[src/cfgip_uart.sv]
// Package of constants for the configuration instruction parser, and the
// byte-wide serial transceiver that it instantiates.
// Assumes one 125 MHz clock and a synchronous active-high reset.

`timescale 1ns/1ps

// ============================================================
// Shared constants
package cfgip_pkg;
    localparam int unsigned CLK_HZ      = 125000000;
    localparam int unsigned BAUD_RATE   = 115200;
    localparam logic [10:0] BIT_CYC     = 11'(CLK_HZ / BAUD_RATE);
    localparam logic [10:0] HALF_CYC    = 11'(CLK_HZ / BAUD_RATE / 2);
    localparam logic [3:0]  LAST_BIT    = 4'h9;
    localparam logic [3:0]  DATA_LAST   = 4'h8;

    localparam logic [7:0]  HDR0        = 8'h42;
    localparam logic [7:0]  HDR1        = 8'h57;
    localparam logic [7:0]  TYPE_BYTE   = 8'h02;
    localparam logic [7:0]  STATUS_TX   = 8'h00;
    localparam logic [7:0]  ST_OK       = 8'h01;
    localparam logic [7:0]  ST_BAD_CMD  = 8'hff;
    localparam logic [7:0]  ST_BAD_PAR  = 8'h0f;

    localparam logic [2:0]  POS_STATUS  = 3'h3;
    localparam logic [2:0]  POS_LOW     = 3'h4;
    localparam logic [2:0]  POS_HIGH    = 3'h5;
    localparam logic [2:0]  POS_SINGLE  = 3'h6;
    localparam logic [2:0]  POS_CODE    = 3'h7;
    localparam logic [2:0]  BODY_LAST   = 3'h7;

    localparam logic [7:0]  CMD_CFG     = 8'h02;
    localparam logic [7:0]  CMD_FORMAT  = 8'h06;
    localparam logic [7:0]  CMD_CYCLE   = 8'h07;
    localparam logic [7:0]  CMD_MODE    = 8'h11;
    localparam logic [7:0]  CMD_PATTERN = 8'h14;
    localparam logic [7:0]  CMD_LIMIT   = 8'h19;
    localparam logic [7:0]  CMD_UNIT    = 8'h1a;
    localparam logic [7:0]  CMD_STR_LO  = 8'h20;
    localparam logic [7:0]  CMD_STR_HI  = 8'h21;

    localparam logic [15:0] CYCLE_STEP  = 16'h000a;
    localparam logic [15:0] CYCLE_RST   = 16'h000a;
    localparam logic [7:0]  UNIT_MM_VAL = 8'h00;
    localparam logic [7:0]  UNIT_CM_VAL = 8'h01;
    localparam logic [7:0]  FMT_STD     = 8'h01;
    localparam logic [7:0]  FMT_TEXT    = 8'h04;
    localparam logic [7:0]  MODE_SHORT  = 8'h02;
    localparam logic [7:0]  MODE_LONG   = 8'h07;
endpackage

// ============================================================
// Serial transceiver, 8 data bits, 1 stop bit, no parity
module cfgip_uart (
    input  wire logic       clk,
    input  wire logic       rst,
    input  wire logic       rxd,
    output logic            rx_valid,
    output logic [7:0]      rx_data,
    input  wire logic       tx_start,
    input  wire logic [7:0] tx_data,
    output logic            tx_busy,
    output logic            txd
);
    import cfgip_pkg::*;

    logic        s1_reg,  s2_reg;
    logic        rb_reg,  rb_next;
    logic [10:0] rc_reg,  rc_next;
    logic [3:0]  rn_reg,  rn_next;
    logic [7:0]  rs_reg,  rs_next;
    logic        rv_reg,  rv_next;
    logic [7:0]  rd_reg,  rd_next;
    logic        tb_reg,  tb_next;
    logic [10:0] tc_reg,  tc_next;
    logic [3:0]  tn_reg,  tn_next;
    logic [8:0]  ts_reg,  ts_next;
    logic        tx_reg,  tx_next;

    // ============================================================
    // Receiver: the line is synchronised, then sampled mid-bit.
    always_comb begin
        rb_next = rb_reg;
        rc_next = rc_reg;
        rn_next = rn_reg;
        rs_next = rs_reg;
        rv_next = 1'b0;
        rd_next = rd_reg;
        if (!rb_reg) begin
            if (!s2_reg) begin
                rb_next = 1'b1;
                rc_next = HALF_CYC;
                rn_next = 4'h0;
            end
        end else if (rc_reg != 11'h000) begin
            rc_next = rc_reg - 11'h001;
        end else begin
            rc_next = BIT_CYC - 11'h001;
            if (rn_reg == 4'h0) begin
                // A start bit that has gone high again was a glitch.
                if (s2_reg) begin
                    rb_next = 1'b0;
                end else begin
                    rn_next = 4'h1;
                end
            end else if (rn_reg <= DATA_LAST) begin
                rs_next = {s2_reg, rs_reg[7:1]};
                rn_next = rn_reg + 4'h1;
            end else begin
                rb_next = 1'b0;
                rv_next = s2_reg;
                if (s2_reg) begin
                    rd_next = rs_reg;
                end
            end
        end
    end

    // ============================================================
    // Transmitter
    always_comb begin
        tb_next = tb_reg;
        tc_next = tc_reg;
        tn_next = tn_reg;
        ts_next = ts_reg;
        tx_next = tx_reg;
        if (!tb_reg) begin
            tx_next = 1'b1;
            if (tx_start) begin
                tb_next = 1'b1;
                tc_next = BIT_CYC - 11'h001;
                tn_next = 4'h0;
                ts_next = {1'b1, tx_data};
                tx_next = 1'b0;
            end
        end else if (tc_reg != 11'h000) begin
            tc_next = tc_reg - 11'h001;
        end else if (tn_reg == LAST_BIT) begin
            tb_next = 1'b0;
        end else begin
            tc_next = BIT_CYC - 11'h001;
            tn_next = tn_reg + 4'h1;
            tx_next = ts_reg[0];
            ts_next = {1'b1, ts_reg[8:1]};
        end
    end

    always_ff @(posedge clk) begin
        if (rst) begin
            s1_reg <= 1'b1;
            s2_reg <= 1'b1;
            rb_reg <= 1'b0;
            rc_reg <= 11'h000;
            rn_reg <= 4'h0;
            rs_reg <= 8'h00;
            rv_reg <= 1'b0;
            rd_reg <= 8'h00;
            tb_reg <= 1'b0;
            tc_reg <= 11'h000;
            tn_reg <= 4'h0;
            ts_reg <= 9'h1ff;
            tx_reg <= 1'b1;
        end else begin
            s1_reg <= rxd;
            s2_reg <= s1_reg;
            rb_reg <= rb_next;
            rc_reg <= rc_next;
            rn_reg <= rn_next;
            rs_reg <= rs_next;
            rv_reg <= rv_next;
            rd_reg <= rd_next;
            tb_reg <= tb_next;
            tc_reg <= tc_next;
            tn_reg <= tn_next;
            ts_reg <= ts_next;
            tx_reg <= tx_next;
        end
    end

    assign rx_valid = rv_reg;
    assign rx_data  = rd_reg;
    assign tx_busy  = tb_reg;
    assign txd      = tx_reg;
endmodule

[src/cfgip_parser.sv]
// Configuration instruction parser: takes eight-byte instruction frames from
// the serial line, checks and applies them, and answers with an echo frame.
// Assumes cfgip_uart.sv (package and transceiver) is compiled first, and that
// an external non-volatile store takes each write pulse on the NV_* ports.

`timescale 1ns/1ps

module cfgip_parser (
    input  wire logic        MCLK,
    input  wire logic        SYS_RST,
    input  wire logic        RXD,
    output logic             TXD,
    input  wire logic [15:0] DIST_IN,
    output logic      [15:0] DIST_OUT,
    output logic             CFG_MODE,
    output logic             UNIT_MM,
    output logic      [15:0] OUT_CYCLE,
    output logic             NV_WR,
    output logic      [7:0]  NV_CODE,
    output logic      [23:0] NV_PARAM
);
    import cfgip_pkg::*;

    typedef enum logic [4:0] {
        S_HDR0 = 5'b00001,
        S_HDR1 = 5'b00010,
        S_BODY = 5'b00100,
        S_EVAL = 5'b01000,
        S_SEND = 5'b10000
    } cfgip_state_t;

    cfgip_state_t st_reg, st_next;
    logic [7:0]   frm_reg [8];
    logic [7:0]   frm_next [8];
    logic [2:0]   idx_reg, idx_next;
    logic         go_reg,  go_next;
    logic         cfg_reg, cfg_next;
    logic         mm_reg,  mm_next;
    logic [15:0]  cyc_reg, cyc_next;
    logic         nvw_reg, nvw_next;
    logic [7:0]   nvc_reg, nvc_next;
    logic [23:0]  nvp_reg, nvp_next;
    logic [15:0]  dst_reg, dst_next;
    logic         rx_valid;
    logic [7:0]   rx_data;
    logic         tx_busy;
    logic [7:0]   status;
    logic [15:0]  param16;
    logic [7:0]   single;
    logic [7:0]   code;

    // ============================================================
    // Serial link
    cfgip_uart u_uart (
        .clk      (MCLK),
        .rst      (SYS_RST),
        .rxd      (RXD),
        .rx_valid (rx_valid),
        .rx_data  (rx_data),
        .tx_start (go_reg),
        .tx_data  (frm_reg[idx_reg]),
        .tx_busy  (tx_busy),
        .txd      (TXD)
    );

    function automatic logic is_pair(input logic [7:0] v,
                                     input logic [7:0] a,
                                     input logic [7:0] b);
        return (v == a) || (v == b);
    endfunction

    // ============================================================
    // Instruction evaluation
    always_comb begin
        param16 = {frm_reg[POS_HIGH], frm_reg[POS_LOW]};
        single  = frm_reg[POS_SINGLE];
        code    = frm_reg[POS_CODE];
        status  = ST_OK;
        // A frame of another type is not an instruction this block knows.
        if (frm_reg[2] != TYPE_BYTE) begin
            status = ST_BAD_CMD;
        end else if (!cfg_reg && code != CMD_CFG) begin
            status = ST_BAD_CMD;
        end else if (frm_reg[POS_STATUS] != STATUS_TX) begin
            status = ST_BAD_PAR;
        end else begin
            unique case (code)
                CMD_CFG: begin
                    if (single > 8'h01) begin
                        status = ST_BAD_PAR;
                    end
                end
                CMD_FORMAT: begin
                    if (!is_pair(single, FMT_STD, FMT_TEXT)) begin
                        status = ST_BAD_PAR;
                    end
                end
                CMD_CYCLE: begin
                    if (param16 == 16'h0000 ||
                        (param16 % CYCLE_STEP) != 16'h0000) begin
                        status = ST_BAD_PAR;
                    end
                end
                CMD_MODE: begin
                    if (!is_pair(single, MODE_SHORT, MODE_LONG)) begin
                        status = ST_BAD_PAR;
                    end
                end
                CMD_PATTERN, CMD_LIMIT: begin
                    if (single > 8'h01) begin
                        status = ST_BAD_PAR;
                    end
                end
                CMD_UNIT: begin
                    if (!is_pair(single, UNIT_MM_VAL, UNIT_CM_VAL)) begin
                        status = ST_BAD_PAR;
                    end
                end
                CMD_STR_LO, CMD_STR_HI: begin
                end
                default: begin
                    status = ST_BAD_CMD;
                end
            endcase
        end
    end

    // ============================================================
    // Frame sequencing
    always_comb begin
        st_next  = st_reg;
        frm_next = frm_reg;
        idx_next = idx_reg;
        go_next  = 1'b0;
        cfg_next = cfg_reg;
        mm_next  = mm_reg;
        cyc_next = cyc_reg;
        nvw_next = 1'b0;
        nvc_next = nvc_reg;
        nvp_next = nvp_reg;
        unique case (st_reg)
            S_HDR0: begin
                if (rx_valid && rx_data == HDR0) begin
                    frm_next[0] = rx_data;
                    st_next     = S_HDR1;
                end
            end
            S_HDR1: begin
                if (rx_valid) begin
                    if (rx_data == HDR1) begin
                        frm_next[1] = rx_data;
                        idx_next    = 3'h2;
                        st_next     = S_BODY;
                    end else if (rx_data != HDR0) begin
                        st_next = S_HDR0;
                    end
                end
            end
            S_BODY: begin
                if (rx_valid) begin
                    frm_next[idx_reg] = rx_data;
                    idx_next          = idx_reg + 3'h1;
                    if (idx_reg == BODY_LAST) begin
                        st_next = S_EVAL;
                    end
                end
            end
            S_EVAL: begin
                // Settings change only on success, so a bad frame
                // leaves both the live state and the store untouched.
                if (status == ST_OK) begin
                    if (code == CMD_CFG) begin
                        cfg_next = single[0];
                    end else begin
                        nvw_next = 1'b1;
                        nvc_next = code;
                        nvp_next = {single, param16};
                        if (code == CMD_UNIT) begin
                            mm_next = (single == UNIT_MM_VAL);
                        end
                        if (code == CMD_CYCLE) begin
                            cyc_next = param16;
                        end
                    end
                end
                frm_next[POS_STATUS] = status;
                idx_next             = 3'h0;
                go_next              = 1'b1;
                st_next              = S_SEND;
            end
            S_SEND: begin
                // Bytes that arrive while the echo goes out are dropped.
                if (!tx_busy && !go_reg) begin
                    if (idx_reg == BODY_LAST) begin
                        st_next = S_HDR0;
                    end else begin
                        idx_next = idx_reg + 3'h1;
                        go_next  = 1'b1;
                    end
                end
            end
        endcase
    end

    // ============================================================
    // Distance scaling
    always_comb begin
        dst_next = mm_reg ? 16'((DIST_IN << 3) + (DIST_IN << 1))
                          : DIST_IN;
    end

    always_ff @(posedge MCLK) begin
        if (SYS_RST) begin
            st_reg  <= S_HDR0;
            frm_reg <= '{default: 8'h00};
            idx_reg <= 3'h0;
            go_reg  <= 1'b0;
            cfg_reg <= 1'b0;
            mm_reg  <= 1'b0;
            cyc_reg <= CYCLE_RST;
            nvw_reg <= 1'b0;
            nvc_reg <= 8'h00;
            nvp_reg <= 24'h000000;
            dst_reg <= 16'h0000;
        end else begin
            st_reg  <= st_next;
            frm_reg <= frm_next;
            idx_reg <= idx_next;
            go_reg  <= go_next;
            cfg_reg <= cfg_next;
            mm_reg  <= mm_next;
            cyc_reg <= cyc_next;
            nvw_reg <= nvw_next;
            nvc_reg <= nvc_next;
            nvp_reg <= nvp_next;
            dst_reg <= dst_next;
        end
    end

    assign DIST_OUT  = dst_reg;
    assign CFG_MODE  = cfg_reg;
    assign UNIT_MM   = mm_reg;
    assign OUT_CYCLE = cyc_reg;
    assign NV_WR     = nvw_reg;
    assign NV_CODE   = nvc_reg;
    assign NV_PARAM  = nvp_reg;
endmodule

[config.mk]
export PLATFORM = sky130hd
export DESIGN_NAME = cfgip_parser
export DESIGN_NICKNAME = d
export VERILOG_FILES = /design/src/cfgip_uart.sv /design/src/cfgip_parser.sv
export SDC_FILE = /design/constraint.sdc
export NUM_CORES = 1
export LEC_CHECK = 0
export BUFFER_PORTS_ARGS = -buffer_cell sky130_fd_sc_hd__buf_2
export CAP_MARGIN = 20
export CELL_PAD_IN_SITES_DETAIL_PLACEMENT = 1
export CELL_PAD_IN_SITES_GLOBAL_PLACEMENT = 1
export CORE_MARGIN = 2
export CORE_UTILIZATION = 45
export DETAILED_ROUTE_END_ITERATION = 10
export HOLD_SLACK_MARGIN = 0.02
export PLACE_DENSITY_LB_ADDON = 0.1
export SLEW_MARGIN = 20
export SYNTH_ARGS = -nofsm -noshare
export SYNTH_HDL_FRONTEND = slang
export SYNTH_SLANG_ARGS = --single-unit
[constraint.sdc]
create_clock -name MCLK -period 5.09 [get_ports MCLK]
set_input_delay 1.018 -clock MCLK [delete_from_list [all_inputs] [get_ports MCLK]]
set_output_delay 1.018 -clock MCLK [all_outputs]
set_load 0.05 [all_outputs]
# Word-level counts from Yosys, hierarchy flattened
# Index checks and enable logic that the tools add are counted.
# op_classes
addsub,6
multipliers,0
div,1
n_lt_le_gt_ge,4
n_eq_ne,42
shifts,0
mux,76
bitwise,8
n_reduce_logical,43
# op_table
op,count
2-to-1 mux 11 bit,7
2-to-1 mux 8 bit,9
bitwise mux 64 bit,1
2-to-1 mux 64 bit,1
2-to-1 mux 4 bit,15
case mux 8 bit (2 select lines),3
case mux 8 bit (6 select lines),1
2-to-1 mux 5 bit,8
2-to-1 mux 9 bit,4
== test 8 x 3 -> 1 bit (second input constant),4
== test 8 x 5 -> 1 bit (second input constant),4
case mux 5 bit (5 select lines),1
binary-select mux 8 bit (select 3 bit),1
demux 8 bit (select 3 bit),1
inequality test 2 bit (second input constant),11
nonzero test 11 bit,2
subtractor 11 x 1 -> 11 bit (second input constant),2
AND reduction 4 bit,5
adder 16 bit,1
== test 8 x 1 -> 1 bit (second input constant),2
== test 8 x 2 -> 1 bit (second input constant),2
== test 8 x 6 -> 1 bit (second input constant),2
== test 8 x 7 -> 1 bit (second input constant),2
logical NOT 16 bit,1
other kinds (42),90
# totals
ff_bits,201
latchBits,0
ram_bits,0
romBits,0
in_bits,19
output_inout_bits,68
elab_cells,211
mem_count,0

# Longest topological paths before layout
# depth
ltp_word,11
ltp_mapped,21
ltp_nobuf,17

# Cells and area by module
# Synthesis repeated with hierarchy kept, for this count alone.
# hier_totals
cells_unflattened,1326
area_unflattened_um2,11405.9
# by_module_without_submodules
mod,n_inst,cells_each,area_per_inst_um2,seq_area_each_um2
cfgip_parser,1,993,8470.6,2802.7
cfgip_uart,1,333,2935.3,1201.2

# Least setup slack after synthesis
# OpenSTA, ideal clock, no wires.
# synth_timing
path_kind,register to register
startpoint,reg frm_reg[23] in the netlist's numbering
endpoint,reg nvc_reg[1] (netlist: NV_CODE[1])
setup_ns,0.119
arrival_ns,4.246
required_time_ns,4.971
setup_slack_ns,0.725
stages_incl_launch_ff,19
n_path_buf,3
path_cell_list,dfxtp_1 -> buf_2 -> or3b_4 -> nand3b_4 -> a32oi_2 -> nor2_2 -> a31o_2 -> nor3_4 -> or3b_1 -> o41ai_2 -> nor3_2 -> buf_4 -> a41oi_2 -> o221ai_2 -> a311oi_4 -> a21bo_2 -> clkbuf_1 -> nand3_1 -> o221a_1
# synth_via
elab_chain_len,10
elab_cells_between_ends,11
# synth_rtl
element,line,rtl
"start, declared",cfgip_parser.sv:33,logic [7:0] frm_reg [8];
"start signal, assigned",cfgip_parser.sv:227,frm_reg <= frm_next;
remainder unit 16 x 4 -> 16 bit,cfgip_parser.sv:100,(param16 % CYCLE_STEP) != 16'h0000) begin
nonzero test 16 bit,cfgip_parser.sv:100,
logical OR 1 bit *,cfgip_parser.sv:99,if (param16 == 16'h0000 ||
2-to-1 mux 4 bit *,cfgip_parser.sv:99,
case mux 8 bit (6 select lines) *,cfgip_parser.sv:87,unique case (code)
2-to-1 mux 8 bit *,cfgip_parser.sv:84,end else if (frm_reg[POS_STATUS] != STATUS_TX) begin
2-to-1 mux 8 bit *,cfgip_parser.sv:82,end else if (!cfg_reg && code != CMD_CFG) begin
2-to-1 mux 8 bit *,cfgip_parser.sv:80,if (frm_reg[2] != TYPE_BYTE) begin
== test 8 x 1 -> 1 bit *,cfgip_parser.sv:171,if (status == ST_OK) begin
AND reduction 3 bit (no source line) *,--,
"end signal, assigned",cfgip_parser.sv:234,nvc_reg <= nvc_next;
"end, declared",cfgip_parser.sv:41,"logic [7:0] nvc_reg, nvc_next;"
# Mark *: on every way between the ends. The rest lies on a longest branch, timed or not.
# A chain may end at the register's enable or synchronous reset.

# Worst setup path in the final report
# layout_timing
startpoint,reg frm_reg[18] in the netlist's numbering
endpoint,reg cfg_reg (netlist: CFG_MODE)
# layout_via
elab_chain_len,10
elab_cells_between_ends,11
# layout_rtl
element,line,rtl
remainder unit 16 x 4 -> 16 bit,cfgip_parser.sv:100,
nonzero test 16 bit,cfgip_parser.sv:100,
logical OR 1 bit *,cfgip_parser.sv:99,
2-to-1 mux 4 bit *,cfgip_parser.sv:99,
case mux 8 bit (6 select lines) *,cfgip_parser.sv:87,
2-to-1 mux 8 bit *,cfgip_parser.sv:84,
2-to-1 mux 8 bit *,cfgip_parser.sv:82,
2-to-1 mux 8 bit *,cfgip_parser.sv:80,
== test 8 x 1 -> 1 bit *,cfgip_parser.sv:171,
AND reduction 3 bit (no source line) *,--,
"end signal, assigned",cfgip_parser.sv:230,cfg_reg <= cfg_next;
"end, declared",cfgip_parser.sv:37,"logic cfg_reg, cfg_next;"
# Marked as above.

==> impl_metrics.json <==
{
  "drtPass1Iterations": 5,
  "core-area_mm2": 0.0250,
  "synth_area_leaders": "dfxtp_1, mux2i_1, a21oi_1",
  "crit_top_cell": "buf_6",
  "yosysSeqAreaShare_pct": 35.2,
  "max-slew-margin-rel_pct": 29.1,
  "synth_edf_count": 0,
  "comb_power_share_pct": 7.6,
  "place_ws_ns": -0.108,
  "diodes": 0,
  "clk_path_buf_depth": 2,
  "r2r_start": "frm_reg[18]",
  "syn_area_mm2": 0.0114,
  "fmax_mhz": 205,
  "cts_max_level": 4,
  "yosysMostFrequentCell": "dfxtp_1",
  "ys_ff_latch": 200,
  "peakVddDrop_mv": 0.249,
  "dp_hpwl_mm": 24.5,
  "fin_crit_ns": 4.88,
  "final_nets": 1485,
  "place_inst": 1746,
  "setup_tns_ns": 0,
  "drc_errors": 0,
  "tightest_slew_ns": 1.06,
  "setup_viol": 0,
  "required_ns": 5.46,
  "worst_skew_pair.late_latency_ns": 0.45,
  "timing.final.hold_violations": 0,
  "area_growth_pct": 14.2,
  "fillers": 3042,
  "numClockSinks": 200,
  "routedWlPerCell_um": 20.1,
  "worst-path-max-fanout": 18,
  "status": "complete, no violations",
  "finalMaxSlewViolations": 0,
  "slowest_stage": "or4b_1",
  "clkTransAtPathRegs_ns": 0.08,
  "start_util_pct": 45.5,
  "r2r_end": "CFG_MODE",
  "cp_data_arrival_time_ns": 5.25,
  "path_cells": "or3b_4 > o22ai_1 > o32ai_2 > buf_4 > o211a_1 > a22o_1 > a21o_4 > or3b_1 > o41ai_2 > nor3_2 > buf_6 > a41oi_2 > o221ai_2 > a311oi_4 > buf_6 > a21boi_4 > buf_12 > or4b_1 > a21oi_1",
  "die_x_um": 163,
  "clkPwrFrac_pct": 43.0,
  "synth_top_cell_by_area": "dfxtp_1",
  "fin_cells": 1788,
  "dieArea_mm2": 0.0266,
  "via_per_inst": 6.08,
  "port-buffer-count": 86,
  "cts-root-buf": "clkbuf_16",
  "clock_skew_ns": 0.0141,
  "synth_common_cells": "dfxtp_1, nor2_1, a21oi_1, nand2_1, mux2i_1",
  "die_y_um": 163,
  "endpoint": "CFG_MODE",
  "drive_gt1_share_pct": 16.9,
  "hold_path.class": "register to register",
  "path_class": "register to register",
  "power_switching_mw": 0.881,
  "first_iter_violations": 638,
  "drtAntennaViolNets": 0,
  "fin_crit_sh_pct": 95.8,
  "grt_max_degree": 125,
  "powerDensity_mw_per_mm2": 249,
  "p_seq_share_pct": 49.4,
  "r2r_cells": 19,
  "synth_cell_types": 100,
  "cts_buffers": 17,
  "power_mw": 3.23,
  "boundaryPins": 87,
  "p_leak_nw": 5.05,
  "wl_mm": 35.9,
  "crit_start": "frm_reg[18]",
  "syn_area_per_cell_um2": 8.10,
  "synth_top_area_share_pct": 35.2,
  "grtUsageTotal_pct": 27.0,
  "grt_pass1_wl_mm": 57.5,
  "switching_share_pct": 27.3,
  "tritoncts": "yes",
  "setup_ws_ns": 0.213,
  "crit_path_start_kind": "register",
  "cp-end-kind": "register",
  "yosysWarnings": 0,
  "antenna_found_initial": 0,
  "p_int_mw": 2.35,
  "synthArstFlopShare_pct": 0,
  "placementRows": 58,
  "postSynthNetCount": 1445,
  "r2r_slack_ns": 0.21,
  "via_count": 10900,
  "slowest_delay_ns": 0.53,
  "grt_pass1_vias": 10700,
  "syn-instance-count": 1405,
  "largest_register_ff_count": 48,
  "gp_congestion": 0.882,
  "cap_viol_max_count": 0,
  "synthFlopType": "dfxtp_1",
  "grt_overflow": 0
}
-- area by class of cell --
| cell class | instances | area (um^2) | share of cell area, % |
|---|---|---|---|
| clock buffer | 19 | 453 | 3.49 |
| clock inverter | 13 | 149 | 1.15 |
| inverter | 34 | 128 | 0.982 |
| multi-input combinational | 1050 | 6900 | 53.1 |
| sequential | 200 | 4020 | 30.9 |
| tap | 330 | 413 | 3.18 |
| timing repair buffer | 142 | 932 | 7.17 |
-- how the worst min path moves through the flow --
stage	startpoint	to	slack, ns	cells past startpoint
CTS	u_uart.s1_reg	u_uart.s2_reg	0.41	1
detailed placement	u_uart.s1_reg	u_uart.s2_reg	0.39	1
global placement	u_uart.s1_reg	u_uart.s2_reg	0.39	1
floorplan	u_uart.s1_reg	u_uart.s2_reg	0.39	1
global route	u_uart.s1_reg	u_uart.s2_reg	0.44	1
finish	u_uart.s1_reg	u_uart.s2_reg	0.41	1
-- power by group through the flow --
stage | Sequential [mW] | Combinational (mW) | Clock [mW]
detailed placement | 1.63 | 0.245 | 0
CTS | 1.60 | 0.248 | 1.42
floorplan | 1.65 | 0.163 | 0
global placement | 1.63 | 0.239 | 0
global route | 1.60 | 0.274 | 1.48
finish | 1.60 | 0.247 | 1.39
-- placed cells by master, fill, tap and decap left out, types with 5 or more instances in the layout --
cell,n
a211oi_1,14
a21o_1,6
a21oi_1,133
a22oi_1,7
a311oi_1,8
a31oi_1,8
and3_1,13
buf_2,85
buf_4,49
clkbuf_16,18
dfxtp_1,194
ha_1,20
inv_1,33
inv_6,5
mux2_2,6
mux2i_1,82
nand2_1,95
nand2b_1,17
nand3_1,56
nand3b_1,11
nand4_1,34
nor2_1,159
nor2b_1,20
nor3_1,35
nor3b_1,12
nor4_1,10
nor4b_1,5
o211a_1,6
o21ai_0,51
o21ai_1,13
o21bai_1,5
o22ai_1,8
o31ai_1,39
or2_2,5
or3_1,12
xnor2_1,17
xor2_1,7
-- per-stage QoR --
| stage | utilization (%) | instance area (um^2) | hold slack (ns) |
|---|---|---|---|
| global route | 51.9 | 13000 | 0.436 |
| finish | 51.9 | 13000 | 0.411 |
| floorplan | - | 11400 | 0.389 |
| detailed placement | 48.4 | 12100 | 0.394 |
| CTS | 50.9 | 12700 | 0.414 |
| global placement | 48.4 | 12100 | 0.392 |
-- per-layer routing --
| layer | vias to the layer above | global-route usage (%) | part of all wire [%] |
|---|---|---|---|
| li1 | 5212 | - | - |
| met1 | 5317 | 35.9 | 45 |
| met3 | 66 | 3.40 | 4.4 |
| met2 | 272 | 45.3 | 48 |
| met4 | 0 | 8.93 | 2.9 |
| met5 | - | 0 | 0 |
-- worst max-delay path: cells and delay by family (launching register included) --
| kind | cells | cell delay [ns] |
|---|---|---|
| AO/OA/AOI/OAI | 11 | 2.23 |
| AND/OR/NAND/NOR | 4 | 1.48 |
| buffers and inverters | 4 | 0.65 |
| flip-flops | 1 | 0.42 |
-- cells by family (layout without fill, tap and decap cells) --
family / count (synthesis) / in the layout / synth area share (%)
AO/OA/AOI/OAI: 384 / 384 / 22.8
XOR/XNOR: 26 / 26 / 2.00
adder cells (fa/ha/maj): 22 / 22 / 2.47
buffers and inverters: 155 / 208 / 5.54
flip-flops: 200 / 200 / 35.2
multiplexers: 90 / 90 / 8.20
AND/OR/NAND/NOR: 528 / 528 / 23.8
-- what timing repair did --
item / 4_1_cts / 5_1_grt
endpoints found under the hold margin: 0 / 0
buffers inserted: 0 / 9
gates cloned: 0 / 1
gates resized for setup: 6 / 34
hold buffers: 0 / 0
setup endpoints to repair: 53 / 54
pin swaps: 0 / 9
(Power assumes the default switching activity.)
